--- src/rtl/lock_ctrl_pkg.sv ---
// Shared constants and carrier types for the locked sequence and trap entry control.
package lock_ctrl_pkg;
   localparam int unsigned PRIO_W       = 4;
   localparam int unsigned VEC_W        = 8;
   localparam int unsigned PAGE_W       = 10;
   localparam int unsigned SEG_W        = 8;
   localparam int unsigned ADDR_W       = 16;
   localparam int unsigned PAGE_OFS_W   = 14;
   localparam int unsigned PHYS_W       = 24;
   localparam int unsigned CNT_W        = 3;
   localparam int unsigned LOCK_MAX     = 4;
   localparam int unsigned STATE_WORDS  = 3;
   localparam logic [CNT_W-1:0] CNT_ZERO = 3'h0;
   localparam logic [CNT_W-1:0] CNT_ONE  = 3'h1;
   localparam logic [1:0] WORD_ZERO      = 2'h0;
   localparam logic [1:0] WORD_LAST      = 2'h2;

   // Prefix kinds decoded by the pipeline.
   typedef enum logic [2:0] {
      PFX_NONE, PFX_ATOMIC, PFX_PAGE, PFX_SEG, PFX_REG, PFX_PAGE_REG, PFX_SEG_REG
   } prefix_e;

   // One instruction completing execution.
   typedef struct packed {
      logic              done;
      prefix_e           kind;
      logic [CNT_W-1:0]  count;
      logic [PAGE_W-1:0] page;
      logic [SEG_W-1:0]  seg;
      logic              idle;
      logic              interrupt_return_instr;
   } instr_s;

   // Pending requests from arbitration.
   typedef struct packed {
      logic              irq;
      logic [PRIO_W-1:0] irq_prio;
      logic [VEC_W-1:0]  irq_vec;
      logic              peripheral_event_transfer;
      logic              trap_a;
      logic [VEC_W-1:0]  trap_a_vec;
      logic              trap_b;
      logic [VEC_W-1:0]  trap_b_vec;
   } req_s;
endpackage : lock_ctrl_pkg

--- src/rtl/locked_sequence_extension_control.sv ---
// Trap and interrupt entry/return control with locked-sequence address overrides.
//
// Summary of operation
// - Interrupt taken only if priority exceeds CPU level.
// - Traps taken regardless of CPU priority.
// - Entry pushes state, then branches to vector.
// - Return pops state, then resumes at origin.
// - Multiply and divide stay interruptible.
// - Lock prefix covers one to four instructions.
// - Lock blocks interrupts, event transfers, class A traps.
// - Class B traps still break locked sequence.
// - Block is immediate; next instruction follows directly.
// - Multi-cycle instructions count once; any type allowed.
// - Normal addressing: page pointer plus 14-bit offset.
// - Page prefix substitutes page number temporarily.
// - Segment prefix uses full 16-bit offset.
// - Short modes normally decode to standard registers.
// - Register prefix steers short modes to extended space.
// - Combined prefixes apply both overrides together.
// - All override prefixes block like lock prefix.
// - Nested prefix reloads the extension counter.
// - Idle inside lock ignores event transfers.
`timescale 1ns/1ps
module locked_sequence_extension_control
   import lock_ctrl_pkg::*;
#(
   parameter int unsigned MAX_COUNT = LOCK_MAX
) (
   // Clock and reset.
   input  wire logic                   i_clk,
   input  wire logic                   i_srst,
   // Pipeline side.
   input  wire instr_s                 i_instr,
   input  wire logic                   i_mul_busy,
   input  wire logic [PRIO_W-1:0]      i_cpu_prio,
   input  wire logic [ADDR_W-1:0]      i_op_addr,
   input  wire logic                   i_short_mode,
   input  wire logic [1:0][PAGE_W-1:0] i_page_ptr,
   input  wire logic [1:0][PAGE_W-1:0] i_page_ptr_hi,
   input  wire logic                   i_stack_ready,
   // Arbitration side.
   input  wire req_s                   i_req,
   // Outputs.
   output logic                        o_locked,
   output logic                        o_take_irq,
   output logic                        o_take_trap,
   output logic                        o_take_pec,
   output logic                        o_abort_mul,
   output logic                        o_push,
   output logic                        o_pop,
   output logic [1:0]                  o_stack_word,
   output logic                        o_branch,
   output logic [VEC_W-1:0]            o_vector,
   output logic                        o_resume,
   output logic [PHYS_W-1:0]           o_phys_addr,
   output logic                        o_ext_reg_space
);

   // The extension counter is CNT_W bits wide, so a longer cover could not be counted.
   if ((MAX_COUNT < 1) || (MAX_COUNT >= (1 << CNT_W))) begin : g_bad_count
      $error("MAX_COUNT must lie between one and the counter range");
   end

   // Longest cover that one prefix may load, and the step of the stack word index.
   localparam logic [CNT_W-1:0] CNT_MAX  = CNT_W'(MAX_COUNT);
   localparam logic [1:0]       WORD_ONE = 2'h1;

   typedef enum logic [1:0] {ST_RUN, ST_PUSH, ST_POP} ctl_e;

   ctl_e              state_q;
   logic [CNT_W-1:0]  cnt_q;
   logic              page_ov_q;
   logic              seg_ov_q;
   logic              reg_ov_q;
   logic [PAGE_W-1:0] page_q;
   logic [SEG_W-1:0]  seg_q;
   logic [1:0]        word_q;
   logic [VEC_W-1:0]  vec_q;
   logic              idle_lock_q;

   logic pfx;
   logic lock_now;
   logic cnt_dec;
   logic trap_b_ok;
   logic trap_a_ok;
   logic irq_ok;
   logic pec_ok;
   logic take_any;
   logic [CNT_W-1:0] load_cnt;

   assign pfx      = i_instr.done && (i_instr.kind != PFX_NONE);
   // A prefix blocks in the very cycle it completes, so nothing slips in behind it.
   assign lock_now = (cnt_q != CNT_ZERO) || pfx;
   assign cnt_dec  = i_instr.done && !pfx && (cnt_q != CNT_ZERO);
   assign trap_b_ok = i_req.trap_b;
   assign trap_a_ok = i_req.trap_a && !lock_now;
   assign irq_ok    = i_req.irq && !lock_now && (i_req.irq_prio > i_cpu_prio);
   assign pec_ok    = i_req.peripheral_event_transfer && !lock_now && !idle_lock_q;
   assign take_any  = (state_q == ST_RUN) && (trap_b_ok || trap_a_ok || irq_ok);

   // A count of zero still covers one instruction, and a count past the limit is cut to it,
   // so a stray pipeline value cannot hold interrupts off longer than the limit allows.
   always_comb begin
      if (i_instr.count == CNT_ZERO) begin
         load_cnt = CNT_ONE;
      end else if (i_instr.count > CNT_MAX) begin
         load_cnt = CNT_MAX;
      end else begin
         load_cnt = i_instr.count;
      end
   end

   // Extension counter: loaded by any prefix, reloaded when nested.
   always_ff @(posedge i_clk) begin
      if (i_srst) begin
         cnt_q <= CNT_ZERO;
      end else if (pfx) begin
         cnt_q <= load_cnt;
      end else if (cnt_dec) begin
         cnt_q <= cnt_q - CNT_ONE;
      end
   end

   // Override selection latched from the prefix.
   always_ff @(posedge i_clk) begin
      if (i_srst) begin
         page_ov_q <= 1'b0;
         seg_ov_q  <= 1'b0;
         reg_ov_q  <= 1'b0;
         page_q    <= '0;
         seg_q     <= '0;
      end else if (pfx) begin
         page_ov_q <= (i_instr.kind == PFX_PAGE) || (i_instr.kind == PFX_PAGE_REG);
         seg_ov_q  <= (i_instr.kind == PFX_SEG) || (i_instr.kind == PFX_SEG_REG);
         reg_ov_q  <= (i_instr.kind == PFX_REG) || (i_instr.kind == PFX_PAGE_REG)
                      || (i_instr.kind == PFX_SEG_REG);
         page_q    <= i_instr.page;
         seg_q     <= i_instr.seg;
      end else if (cnt_dec && (cnt_q == CNT_ONE)) begin
         page_ov_q <= 1'b0;
         seg_ov_q  <= 1'b0;
         reg_ov_q  <= 1'b0;
      end
   end

   // Idle entered inside a lock keeps event transfers off until wake-up.
   always_ff @(posedge i_clk) begin
      if (i_srst) begin
         idle_lock_q <= 1'b0;
      end else if (i_instr.done && i_instr.idle && (cnt_q != CNT_ZERO)) begin
         idle_lock_q <= 1'b1;
      end else if (take_any) begin
         idle_lock_q <= 1'b0;
      end
   end

   // Entry and return sequencer.
   // Requests are not latched: arbitration holds a request until the take pulse shows.
   always_ff @(posedge i_clk) begin
      if (i_srst) begin
         state_q      <= ST_RUN;
         word_q       <= WORD_ZERO;
         vec_q        <= '0;
         o_push       <= 1'b0;
         o_pop        <= 1'b0;
         o_stack_word <= WORD_ZERO;
         o_branch     <= 1'b0;
         o_vector     <= '0;
         o_resume     <= 1'b0;
         o_take_irq   <= 1'b0;
         o_take_trap  <= 1'b0;
         o_abort_mul  <= 1'b0;
      end else begin
         o_branch    <= 1'b0;
         o_resume    <= 1'b0;
         o_take_irq  <= 1'b0;
         o_take_trap <= 1'b0;
         o_abort_mul <= 1'b0;
         case (state_q)
            ST_RUN: begin
               if (take_any) begin
                  state_q     <= ST_PUSH;
                  word_q      <= WORD_ZERO;
                  o_push      <= 1'b1;
                  o_stack_word <= WORD_ZERO;
                  o_take_trap <= trap_b_ok || trap_a_ok;
                  o_take_irq  <= !(trap_b_ok || trap_a_ok);
                  o_abort_mul <= i_mul_busy;
                  vec_q       <= trap_b_ok ? i_req.trap_b_vec :
                                 (trap_a_ok ? i_req.trap_a_vec : i_req.irq_vec);
               end else if (i_instr.done && i_instr.interrupt_return_instr) begin
                  state_q      <= ST_POP;
                  word_q       <= WORD_ZERO;
                  o_pop        <= 1'b1;
                  o_stack_word <= WORD_ZERO;
               end
            end
            // A stalled stack holds the word index, so no word is skipped or sent twice.
            ST_PUSH: begin
               if (i_stack_ready) begin
                  if (word_q == WORD_LAST) begin
                     state_q  <= ST_RUN;
                     o_push   <= 1'b0;
                     o_branch <= 1'b1;
                     o_vector <= vec_q;
                  end else begin
                     word_q       <= word_q + WORD_ONE;
                     o_stack_word <= word_q + WORD_ONE;
                  end
               end
            end
            ST_POP: begin
               if (i_stack_ready) begin
                  if (word_q == WORD_LAST) begin
                     state_q  <= ST_RUN;
                     o_pop    <= 1'b0;
                     o_resume <= 1'b1;
                  end else begin
                     word_q       <= word_q + WORD_ONE;
                     o_stack_word <= word_q + WORD_ONE;
                  end
               end
            end
            default: begin
               state_q <= ST_RUN;
               o_push  <= 1'b0;
               o_pop   <= 1'b0;
            end
         endcase
      end
   end

   // Event transfers and lock status, registered.
   always_ff @(posedge i_clk) begin
      if (i_srst) begin
         o_locked   <= 1'b0;
         o_take_pec <= 1'b0;
      end else begin
         o_locked   <= lock_now;
         o_take_pec <= pec_ok && (state_q == ST_RUN) && !take_any;
      end
   end

   // Address formation, one cycle after the operand address is offered.
   // Page pointers are read live, so a pointer loaded just before already applies.
   always_ff @(posedge i_clk) begin
      if (i_srst) begin
         o_phys_addr     <= '0;
         o_ext_reg_space <= 1'b0;
      end else begin
         if (seg_ov_q) begin
            o_phys_addr <= {seg_q, i_op_addr};
         end else if (page_ov_q) begin
            o_phys_addr <= {page_q, i_op_addr[PAGE_OFS_W-1:0]};
         end else begin
            o_phys_addr <= {i_op_addr[ADDR_W-1] ? i_page_ptr_hi[i_op_addr[ADDR_W-2]]
                                                : i_page_ptr[i_op_addr[ADDR_W-2]],
                            i_op_addr[PAGE_OFS_W-1:0]};
         end
         o_ext_reg_space <= i_short_mode && reg_ov_q;
      end
   end

   // Assertions: entry and return.
   irq_prio_a: assert property (@(posedge i_clk) disable iff (i_srst)
      o_take_irq |-> ($past(i_req.irq_prio) > $past(i_cpu_prio)))
      else $error("interrupt taken without higher priority");
   trap_a_take_a: assert property (@(posedge i_clk) disable iff (i_srst)
      (i_req.trap_a && !lock_now && (state_q == ST_RUN)) |=> o_take_trap)
      else $error("trap not taken outside a lock");
   push_branch_a: assert property (@(posedge i_clk) disable iff (i_srst)
      o_branch |-> $past(o_push))
      else $error("branch without prior push");
   branch_vec_a: assert property (@(posedge i_clk) disable iff (i_srst)
      o_branch |-> (o_vector == $past(vec_q)))
      else $error("branch to the wrong vector");
   pop_start_a: assert property (@(posedge i_clk) disable iff (i_srst)
      ((state_q == ST_RUN) && !take_any && i_instr.done && i_instr.interrupt_return_instr) |=> o_pop)
      else $error("return did not start popping");
   pop_resume_a: assert property (@(posedge i_clk) disable iff (i_srst)
      o_resume |-> $past(o_pop))
      else $error("resume without pop");
   abort_mul_a: assert property (@(posedge i_clk) disable iff (i_srst)
      (take_any && i_mul_busy) |=> o_abort_mul)
      else $error("busy multiply not aborted on entry");

   // Assertions: locking and the extension counter.
   prefix_load_a: assert property (@(posedge i_clk) disable iff (i_srst)
      pfx |=> ((cnt_q >= CNT_ONE) && (cnt_q <= CNT_MAX)))
      else $error("counter load out of range");
   lock_irq_a: assert property (@(posedge i_clk) disable iff (i_srst)
      $past(lock_now) |-> (!o_take_irq && !o_take_pec))
      else $error("interrupt or transfer taken while locked");
   trap_a_lock_a: assert property (@(posedge i_clk) disable iff (i_srst)
      (lock_now && !i_req.trap_b) |=> !o_take_trap)
      else $error("mild trap taken while locked");
   trap_b_a: assert property (@(posedge i_clk) disable iff (i_srst)
      (i_req.trap_b && (state_q == ST_RUN)) |=> o_take_trap)
      else $error("severe trap not taken");
   block_now_a: assert property (@(posedge i_clk) disable iff (i_srst)
      pfx |=> o_locked)
      else $error("block not immediate");
   counter_hold_a: assert property (@(posedge i_clk) disable iff (i_srst)
      ((cnt_q != CNT_ZERO) && !i_instr.done) |=> (cnt_q == $past(cnt_q)))
      else $error("counter moved without a finished instruction");
   reload_a: assert property (@(posedge i_clk) disable iff (i_srst)
      ((cnt_q != CNT_ZERO) && pfx) |=> (cnt_q == $past(load_cnt)))
      else $error("nested prefix did not reload the counter");
   idle_pec_a: assert property (@(posedge i_clk) disable iff (i_srst)
      idle_lock_q |=> !o_take_pec)
      else $error("transfer granted in locked idle");
   expiry_a: assert property (@(posedge i_clk) disable iff (i_srst)
      (cnt_dec && (cnt_q == CNT_ONE)) |=> (!reg_ov_q && !page_ov_q && !seg_ov_q))
      else $error("override outlived counter");
   expiry_cnt_a: assert property (@(posedge i_clk) disable iff (i_srst)
      (cnt_dec && (cnt_q == CNT_ONE)) |=> (cnt_q == CNT_ZERO))
      else $error("counter did not run out");

   // Assertions: address formation and register space.
   normal_ofs_a: assert property (@(posedge i_clk) disable iff (i_srst)
      (!page_ov_q && !seg_ov_q) |=> (o_phys_addr[PAGE_OFS_W-1:0] == $past(i_op_addr[PAGE_OFS_W-1:0])))
      else $error("page offset not carried through");
   page_num_a: assert property (@(posedge i_clk) disable iff (i_srst)
      (page_ov_q && !seg_ov_q) |=> (o_phys_addr[PHYS_W-1:PAGE_OFS_W] == $past(page_q)))
      else $error("override page not applied");
   seg_ofs_a: assert property (@(posedge i_clk) disable iff (i_srst)
      seg_ov_q |=> (o_phys_addr[ADDR_W-1:0] == $past(i_op_addr)))
      else $error("segment offset not full width");
   ext_short_a: assert property (@(posedge i_clk) disable iff (i_srst)
      !i_short_mode |=> !o_ext_reg_space)
      else $error("long mode steered to extended space");
   ext_space_a: assert property (@(posedge i_clk) disable iff (i_srst)
      o_ext_reg_space |-> $past(reg_ov_q))
      else $error("extended space without prefix");
   combo_a: assert property (@(posedge i_clk) disable iff (i_srst)
      (pfx && ((i_instr.kind == PFX_PAGE_REG) || (i_instr.kind == PFX_SEG_REG)))
      |=> (reg_ov_q && (page_ov_q || seg_ov_q)))
      else $error("combined prefix missed one override");

   irq_cov_c: cover property (@(posedge i_clk) disable iff (i_srst) o_take_irq);
   nested_cov_c: cover property (@(posedge i_clk) disable iff (i_srst)
      (cnt_q != CNT_ZERO) && pfx);
   trap_lock_c: cover property (@(posedge i_clk) disable iff (i_srst)
      lock_now && i_req.trap_b);
   interrupt_return_instr_cov_c: cover property (@(posedge i_clk) disable iff (i_srst) o_resume);
   idle_pec_c: cover property (@(posedge i_clk) disable iff (i_srst) idle_lock_q && i_req.peripheral_event_transfer);

endmodule : locked_sequence_extension_control

--- config.mk ---
export PLATFORM = sky130hd
export DESIGN_NAME = locked_sequence_extension_control
export DESIGN_NICKNAME = d
export VERILOG_FILES = /design/src/rtl/lock_ctrl_pkg.sv /design/src/rtl/locked_sequence_extension_control.sv
export SDC_FILE = /design/constraint.sdc
export NUM_CORES = 1
export LEC_CHECK = 0
export ABC_AREA = 1
export ABC_CLOCK_PERIOD_IN_PS = 1700
export BUFFER_PORTS_ARGS = -buffer_cell sky130_fd_sc_hd__buf_2
export CAP_MARGIN = 0
export CORE_AREA = 2 2 98 90
export DETAILED_ROUTE_END_ITERATION = 7
export DIE_AREA = 0 0 100 92
export GPL_TIMING_DRIVEN = 0
export MAX_ROUTING_LAYER = met4
export PLACE_DENSITY_LB_ADDON = 0.25
export REMOVE_ABC_BUFFERS = 1
export SYNTH_ARGS = -nofsm -noshare
export SYNTH_HDL_FRONTEND = slang
export SYNTH_SLANG_ARGS = --single-unit
--- constraint.sdc ---
create_clock -name i_clk -period 1.7 [get_ports i_clk]
set_input_delay 0.085 -clock i_clk [delete_from_list [all_inputs] [get_ports i_clk]]
set_output_delay 0.085 -clock i_clk [all_outputs]
set_load 0.02 [all_outputs]
==> results.sh, run 1 <==
export IMPL_grt_max_degree=48
export IMPL_finClkSkew_ns=0.01256
export IMPL_grt_pass1_vias=3512
export IMPL_place_hpwl_um=6942
export IMPL_critPathRequiredTime_ns=1.98
export IMPL_cts_buffers=9
export IMPL_rsz0062_at_grt="true"
export IMPL_placed_area_sq_um=4603
export IMPL_initial_core_util_pct=45.04
export IMPL_fin_tns_setup_ns=0
export IMPL_power_leakage_nw=2.637
export IMPL_grt_use_total_pct=21.52
export IMPL_clk_latency_ns=0.34
export IMPL_cts_sinks=79
export IMPL_peakVddDrop_mv=0.7574
export IMPL_drtIter0Drc=70
export IMPL_cts_max_path_buffers=2
export IMPL_total_power_mw=5.722
export IMPL_most_common_layout_cells="buf_2 (167), nor2_1 (93), nand2_1 (92)"
export IMPL_outcome="completed"
export IMPL_crit_end="o_pop"
export IMPL_yosysTopAreaCellShare_pct=42.16
export IMPL_avgSynthCellArea_sq_um=7.091
export IMPL_crit_type="input pin to flop"
export IMPL_use_met2_pct=37.33
export IMPL_ys_seq_area_share_pct=42.16
export IMPL_fin_crit_ns=1.586
export IMPL_die_w_um=100
export IMPL_die_area_sq_um=9200
export IMPL_antenna_found_initial=0
export IMPL_drc=0
export IMPL_synth_edf_count=0
export IMPL_relSlewSlack_pct=14.43
export IMPL_path_clk_slew_ns=0.08
export IMPL_synth_cells=529
export IMPL_ys_flop_type="dfxtp_1"
export IMPL_r2r_end="vec_q[0]"
export IMPL_fmax_mhz=630.7
export IMPL_first_pass_iters=4
export IMPL_design_core_area_sq_um=8328
export IMPL_viasPerCell=4.809
export IMPL_end_kind="flop"
export IMPL_synth_seq_cells=79
export IMPL_async_flop_share_pct=0
export IMPL_worstSetupStartpointType="input pin"
export IMPL_ys_types=31
export IMPL_stdcell_count=820
export IMPL_p_clk_share_pct=27.3
export IMPL_num_rows=32
export IMPL_switching_share_pct=34.93
export IMPL_ios=168
export IMPL_hold_violations=0
export IMPL_min_path_type="input pin to flop"
export IMPL_grt_most_used_layer="met2"
export IMPL_drv_slew=0
export IMPL_grt_pass1_wl_um=15520
export IMPL_drv_cap=0
export IMPL_gr_usage_met1_pct=25.24
export IMPL_cts_tree="yes"
export IMPL_num_antenna_cells=0
export IMPL_tightest_slew_ns=1.282
export IMPL_r2r_start="cnt_q[0]"
export IMPL_internal_power_mw=3.723
export IMPL_powerDensity_nw_per_um2=1110
export IMPL_detail_route_antenna_nets=0
export IMPL_dp_slack_ns=-0.3053
export IMPL_placed_cells=774
export IMPL_synthTopCellsByArea="dfxtp_1 (42%), nand2_1 (9.4%), nor2_1 (9.3%)"
export IMPL_cts_root_buf="clkbuf_8"
export IMPL_hold_ws_ns=0.007043
export IMPL_crit_fanout=47
export IMPL_fin_nets=848
export IMPL_timing_final_crit_share_pct=93.27
export IMPL_synth_largest_area_cell="dfxtp_1"
export IMPL_vias=3943
export IMPL_cts_htree_levels=3
export IMPL_fin_util_pct=61.87
export IMPL_finalSetupViolations=0
export IMPL_final_common_cell="buf_2"
export IMPL_drive_gt1_share_pct=32.87
export IMPL_finalWirelength_um=10020
export IMPL_seq_power_share_pct=38.2
export IMPL_worstSetupStartpoint="i_srst"
export IMPL_grt_overflow_total=0
export IMPL_place_congestion=0.9029
export IMPL_switchingPower_mw=1.998
export IMPL_area_growth_pct=37.36
export IMPL_die_h_um=92
export IMPL_final_cell_area_sq_um=5152
export IMPL_grt_util_met3_pct=4.268
export IMPL_ys_warnings_count=0
export IMPL_syn_area_sq_um=3751
export IMPL_arrival_ns=1.87
export IMPL_fill_cells=783
export IMPL_fin_ws_ns=0.1144
export IMPL_reg2reg_setup_slack_ns=0.12
export IMPL_pwr_share_comb_pct=34.4
export IMPL_rr_worst_depth=12
export IMPL_port_buffers=167
export IMPL_wl_per_cell_um=12.22
## synth_stat cells, types with 2 or more instances
master / n
nor2_2: 9
nand3_4: 2
o22ai_1: 12
clkbuf_1: 21
dfxtp_1: 79
ha_1: 11
inv_2: 2
a21oi_1: 47
o21ai_0: 55
nor2_1: 93
or2_2: 2
nand3_2: 9
clkinv_1: 2
nand3_1: 16
inv_1: 57
nand2_4: 3
nand2_1: 94
o21ai_1: 2
## timing repair
action                                  CTS  global route
pin swaps                                 1             4
hold buffers                             19             0
hold endpoints to repair                 19             0
cloned                                    0             1
endpoints found under the setup margin   22            41
buffers inserted                          2             8
gates resized for setup                   3            12
## layout make-up
class	count	area, sq um	share of cell area [%]
sequential	79	1583	30.72
multi-input combinational	365	1874	36.38
tap	102	127.6	2.477
clock buffer	9	123.9	2.404
timing repair buffer	196	1101	21.37
clock inverter	7	102.6	1.991
inverter	62	240.2	4.662
## power by group through the flow
stage	clock network, mW	registers, mW	logic (mW)
after CTS	1.61	2.19	1.85
after global routing	1.69	2.22	2.21
after detailed placement	0	2.23	1.75
after floorplan	0	2.33	1.13
final	1.56	2.19	1.97
after global placement	0	2.22	1.69
## registers in the layout, summed over array words and instances (netlist names), 2 cells and up
signal,flops
cnt_q,3
o_phys_addr,24
o_vector,8
page_q,10
seg_q,8
state_q,2
vec_q,8
word_q,2
## worst min-delay path by stage
| stage | startpoint | end | slack [ns] | cells past startpoint |
|---|---|---|---|---|
| floorplan | i_srst | idle_lock_q | 0.15 | 1 |
| global placement | i_op_addr[12] | o_phys_addr[12] | 0.28 | 3 |
| detailed placement | i_op_addr[6] | o_phys_addr[6] | 0.29 | 3 |
| CTS | i_instr[3] | seg_q[1] | 0.001 | 3 |
| global route | i_instr[18] | page_q[8] | 0.002 | 3 |
| finish | i_instr[4] | seg_q[2] | 0.007 | 3 |
## worst max-delay path: stages
cell and delay [ns]:
buf_2 0.28, inv_1 1.01, o21ai_0 0.19, o21ba_2 0.29
## kinds of logic (layout without fill, tap and decap cells)
family                   Yosys count  count (layout)  share of synthesized area (%)
XOR/XNOR                           1               1                         0.2335
AND/OR/NAND/NOR                  231             232                          27.75
AO/OA/AOI/OAI                    121             121                          16.94
adder cells (fa/ha/maj)           11              11                          3.669
flip-flops                        79              79                          42.16
buffers and inverters             86             274                          9.240
## metal layers
layer  up-vias  share of wire [%]  wire length (um)
met2       109                 49              4893
li1       2055                  -                 -
met5         -                  0                 0
met3        12                5.1               509
met1      1767                 45              4475
met4         0                1.4               140
Note: power is estimated with default switching activity, not from simulation.
==> inputs of run 2 (changes only) <==
==> constraint.sdc (replaced) <==
create_clock -name i_clk -period 1.7 [get_ports i_clk]
set_input_delay 0.34 -clock i_clk [delete_from_list [all_inputs] [get_ports i_clk]]
set_output_delay 0.34 -clock i_clk [all_outputs]
set_load 0.02 [all_outputs]
==> run 2 against run 1 <==
Clock skew is 0.0017 ns higher; die area did not move; hold slack better by 0.19 ns; critical path depth grew 8; largest cell class unchanged; final cell count fell by 2.8%; register-to-register slack improved by 0.03 ns; maximum frequency increased by 2.5%; sequential power barely moved; combinational power shrank 3%; final area decreased by 4.2%; worst setup slack better by 0.039 ns.
==> results.sh, run 2 (synthesis gave the netlist of run 1 again) <==
export IMPL_most_common_layout_cells="buf_2 (166), nor2_1 (93), nand2_1 (92)"
export IMPL_first_pass_iters=4
export IMPL_cts_root_buf="clkbuf_8"
export IMPL_crit_fanout=5
export IMPL_critPathRequiredTime_ns=1.95
export IMPL_grt_pass1_vias=3392
export IMPL_drv_cap=0
export IMPL_die_w_um=100
export IMPL_grt_pass1_wl_um=15200
export IMPL_power_leakage_nw=2.529
export IMPL_largest_register_ffs=24
export IMPL_peakVddDrop_mv=0.7628
export IMPL_die_area_sq_um=9200
export IMPL_num_antenna_cells=0
export IMPL_fin_crit_ns=1.547
export IMPL_cts_htree_levels=3
export IMPL_fill_cells=804
export IMPL_grt_max_degree=33
export IMPL_total_power_mw=5.674
export IMPL_area_growth_pct=31.55
export IMPL_drc=0
export IMPL_cts_tree="yes"
export IMPL_end_kind="flop"
export IMPL_ios=168
export IMPL_largest_register="o_phys_addr"
export IMPL_detail_route_antenna_nets=0
export IMPL_fin_tns_setup_ns=0
export IMPL_tightest_slew_ns=0.5511
export IMPL_cts_max_path_buffers=2
export IMPL_drtIter0Drc=92
export IMPL_cts_sinks=79
export IMPL_powerDensity_nw_per_um2=1150
export IMPL_fmax_mhz=646.4
export IMPL_fin_ws_ns=0.1530
export IMPL_die_h_um=92
export IMPL_top_regs="o_phys_addr (24), page_q (10)"
export IMPL_drv_slew=0
export IMPL_design_core_area_sq_um=8328
export IMPL_place_hpwl_um=6942
export IMPL_min_path_type="input pin to flop"
export IMPL_final_common_cell="buf_2"
export IMPL_num_rows=32
export IMPL_placed_cells=774
export IMPL_finalSetupViolations=0
export IMPL_initial_core_util_pct=45.04
export IMPL_clk_latency_ns=0.34
export IMPL_cts_hold_buf=0
export IMPL_cts_buffers=9
export IMPL_finClkSkew_ns=0.01422
export IMPL_arrival_ns=1.79
export IMPL_finalWirelength_um=9943
export IMPL_port_buffers=167
export IMPL_drive_gt1_share_pct=33.38
export IMPL_path_clk_slew_ns=0.09
export IMPL_timing_final_crit_share_pct=91.00
export IMPL_hold_violations=0
export IMPL_place_congestion=0.9029
export IMPL_wl_per_cell_um=12.48
export IMPL_fin_util_pct=59.25
export IMPL_stdcell_count=797
export IMPL_grt_use_total_pct=21.12
export IMPL_antenna_found_initial=0
export IMPL_relSlewSlack_pct=63.21
export IMPL_dp_slack_ns=-0.4886
export IMPL_worstSetupStartpointType="flop"
export IMPL_grt_overflow_total=0
export IMPL_outcome="completed"
export IMPL_rsz0062_at_grt="false"
export IMPL_fin_nets=825
export IMPL_vias=3871
export IMPL_crit_type="flop to flop"
export IMPL_viasPerCell=4.857
-- run 2: final timing paths --
kind / slack (ns) / startpoint / depth (start not counted) / endpoint
setup / recovery: 0.15 / cnt_q[0] / 12 / word_q[0]
hold / removal: 0.20 / i_op_addr[6] / 3 / o_phys_addr[6]
setup reg to reg: 0.15 / cnt_q[0] / 12 / word_q[0]
hold reg to reg: 0.44 / reg_ov_q / 2 / o_ext_reg_space
-- run 2: critical path, cell delays in order (launching register included) --
cell and delay [ns]:
dfxtp_2 0.35, inv_2 0.05, ha_1 0.20, nand2_2 0.11, inv_2 0.07, nand3_4 0.11, nand2_4 0.07, inv_4 0.11
nand3_2 0.13, nand2_1 0.11, nand2_1 0.06, nand2_1 0.05, nor2_1 0.05
-- run 2: metal layers --
metal / part of all wire, % / wire (um) / track usage (%) / vias to the layer above
li1: - / - / - / 2010
met1: 45 / 4451 / 25.86 / 1728
met2: 48 / 4810 / 35.30 / 125
met3: 5.9 / 583 / 4.497 / 8
met4: 0.99 / 98 / 5.936 / 0
met5: 0 / 0 / - / -
-- run 2: where the power goes --
part | switching [mW] | total (mW) | internal (mW)
sequential | 0.113 | 2.19 | 2.08
combinational | 1.17 | 1.92 | 0.752
clock | 0.719 | 1.57 | 0.848
-- run 2: per-stage QoR --
stage,cell area [sq um],hold WS (ns)
floorplan,3640,0.4091
global placement,4603,0.4334
detailed placement,4603,0.4293
CTS,4871,0.1808
global route,4935,0.1799
finish,4935,0.1955
-- run 2: what timing repair did --
action / CTS / global route
buffers inserted: 2 / 2
gates resized for setup: 6 / 11
pin swaps: 1 / 1
endpoints found under the setup margin: 54 / 24
cloned: 1 / 2
-- run 2: area by class of cell --
type / instances / area, sq um / area share, %
flip-flops and latches: 79 / 1583 / 32.07
repair buffers: 171 / 868.3 / 17.60
inverters: 62 / 242.7 / 4.919
clock buffers: 9 / 123.9 / 2.510
well taps: 102 / 127.6 / 2.586
multi-input cells: 365 / 1872 / 37.93
repair inverters: 2 / 15.01 / 0.3043
clock inverters: 7 / 102.6 / 2.079
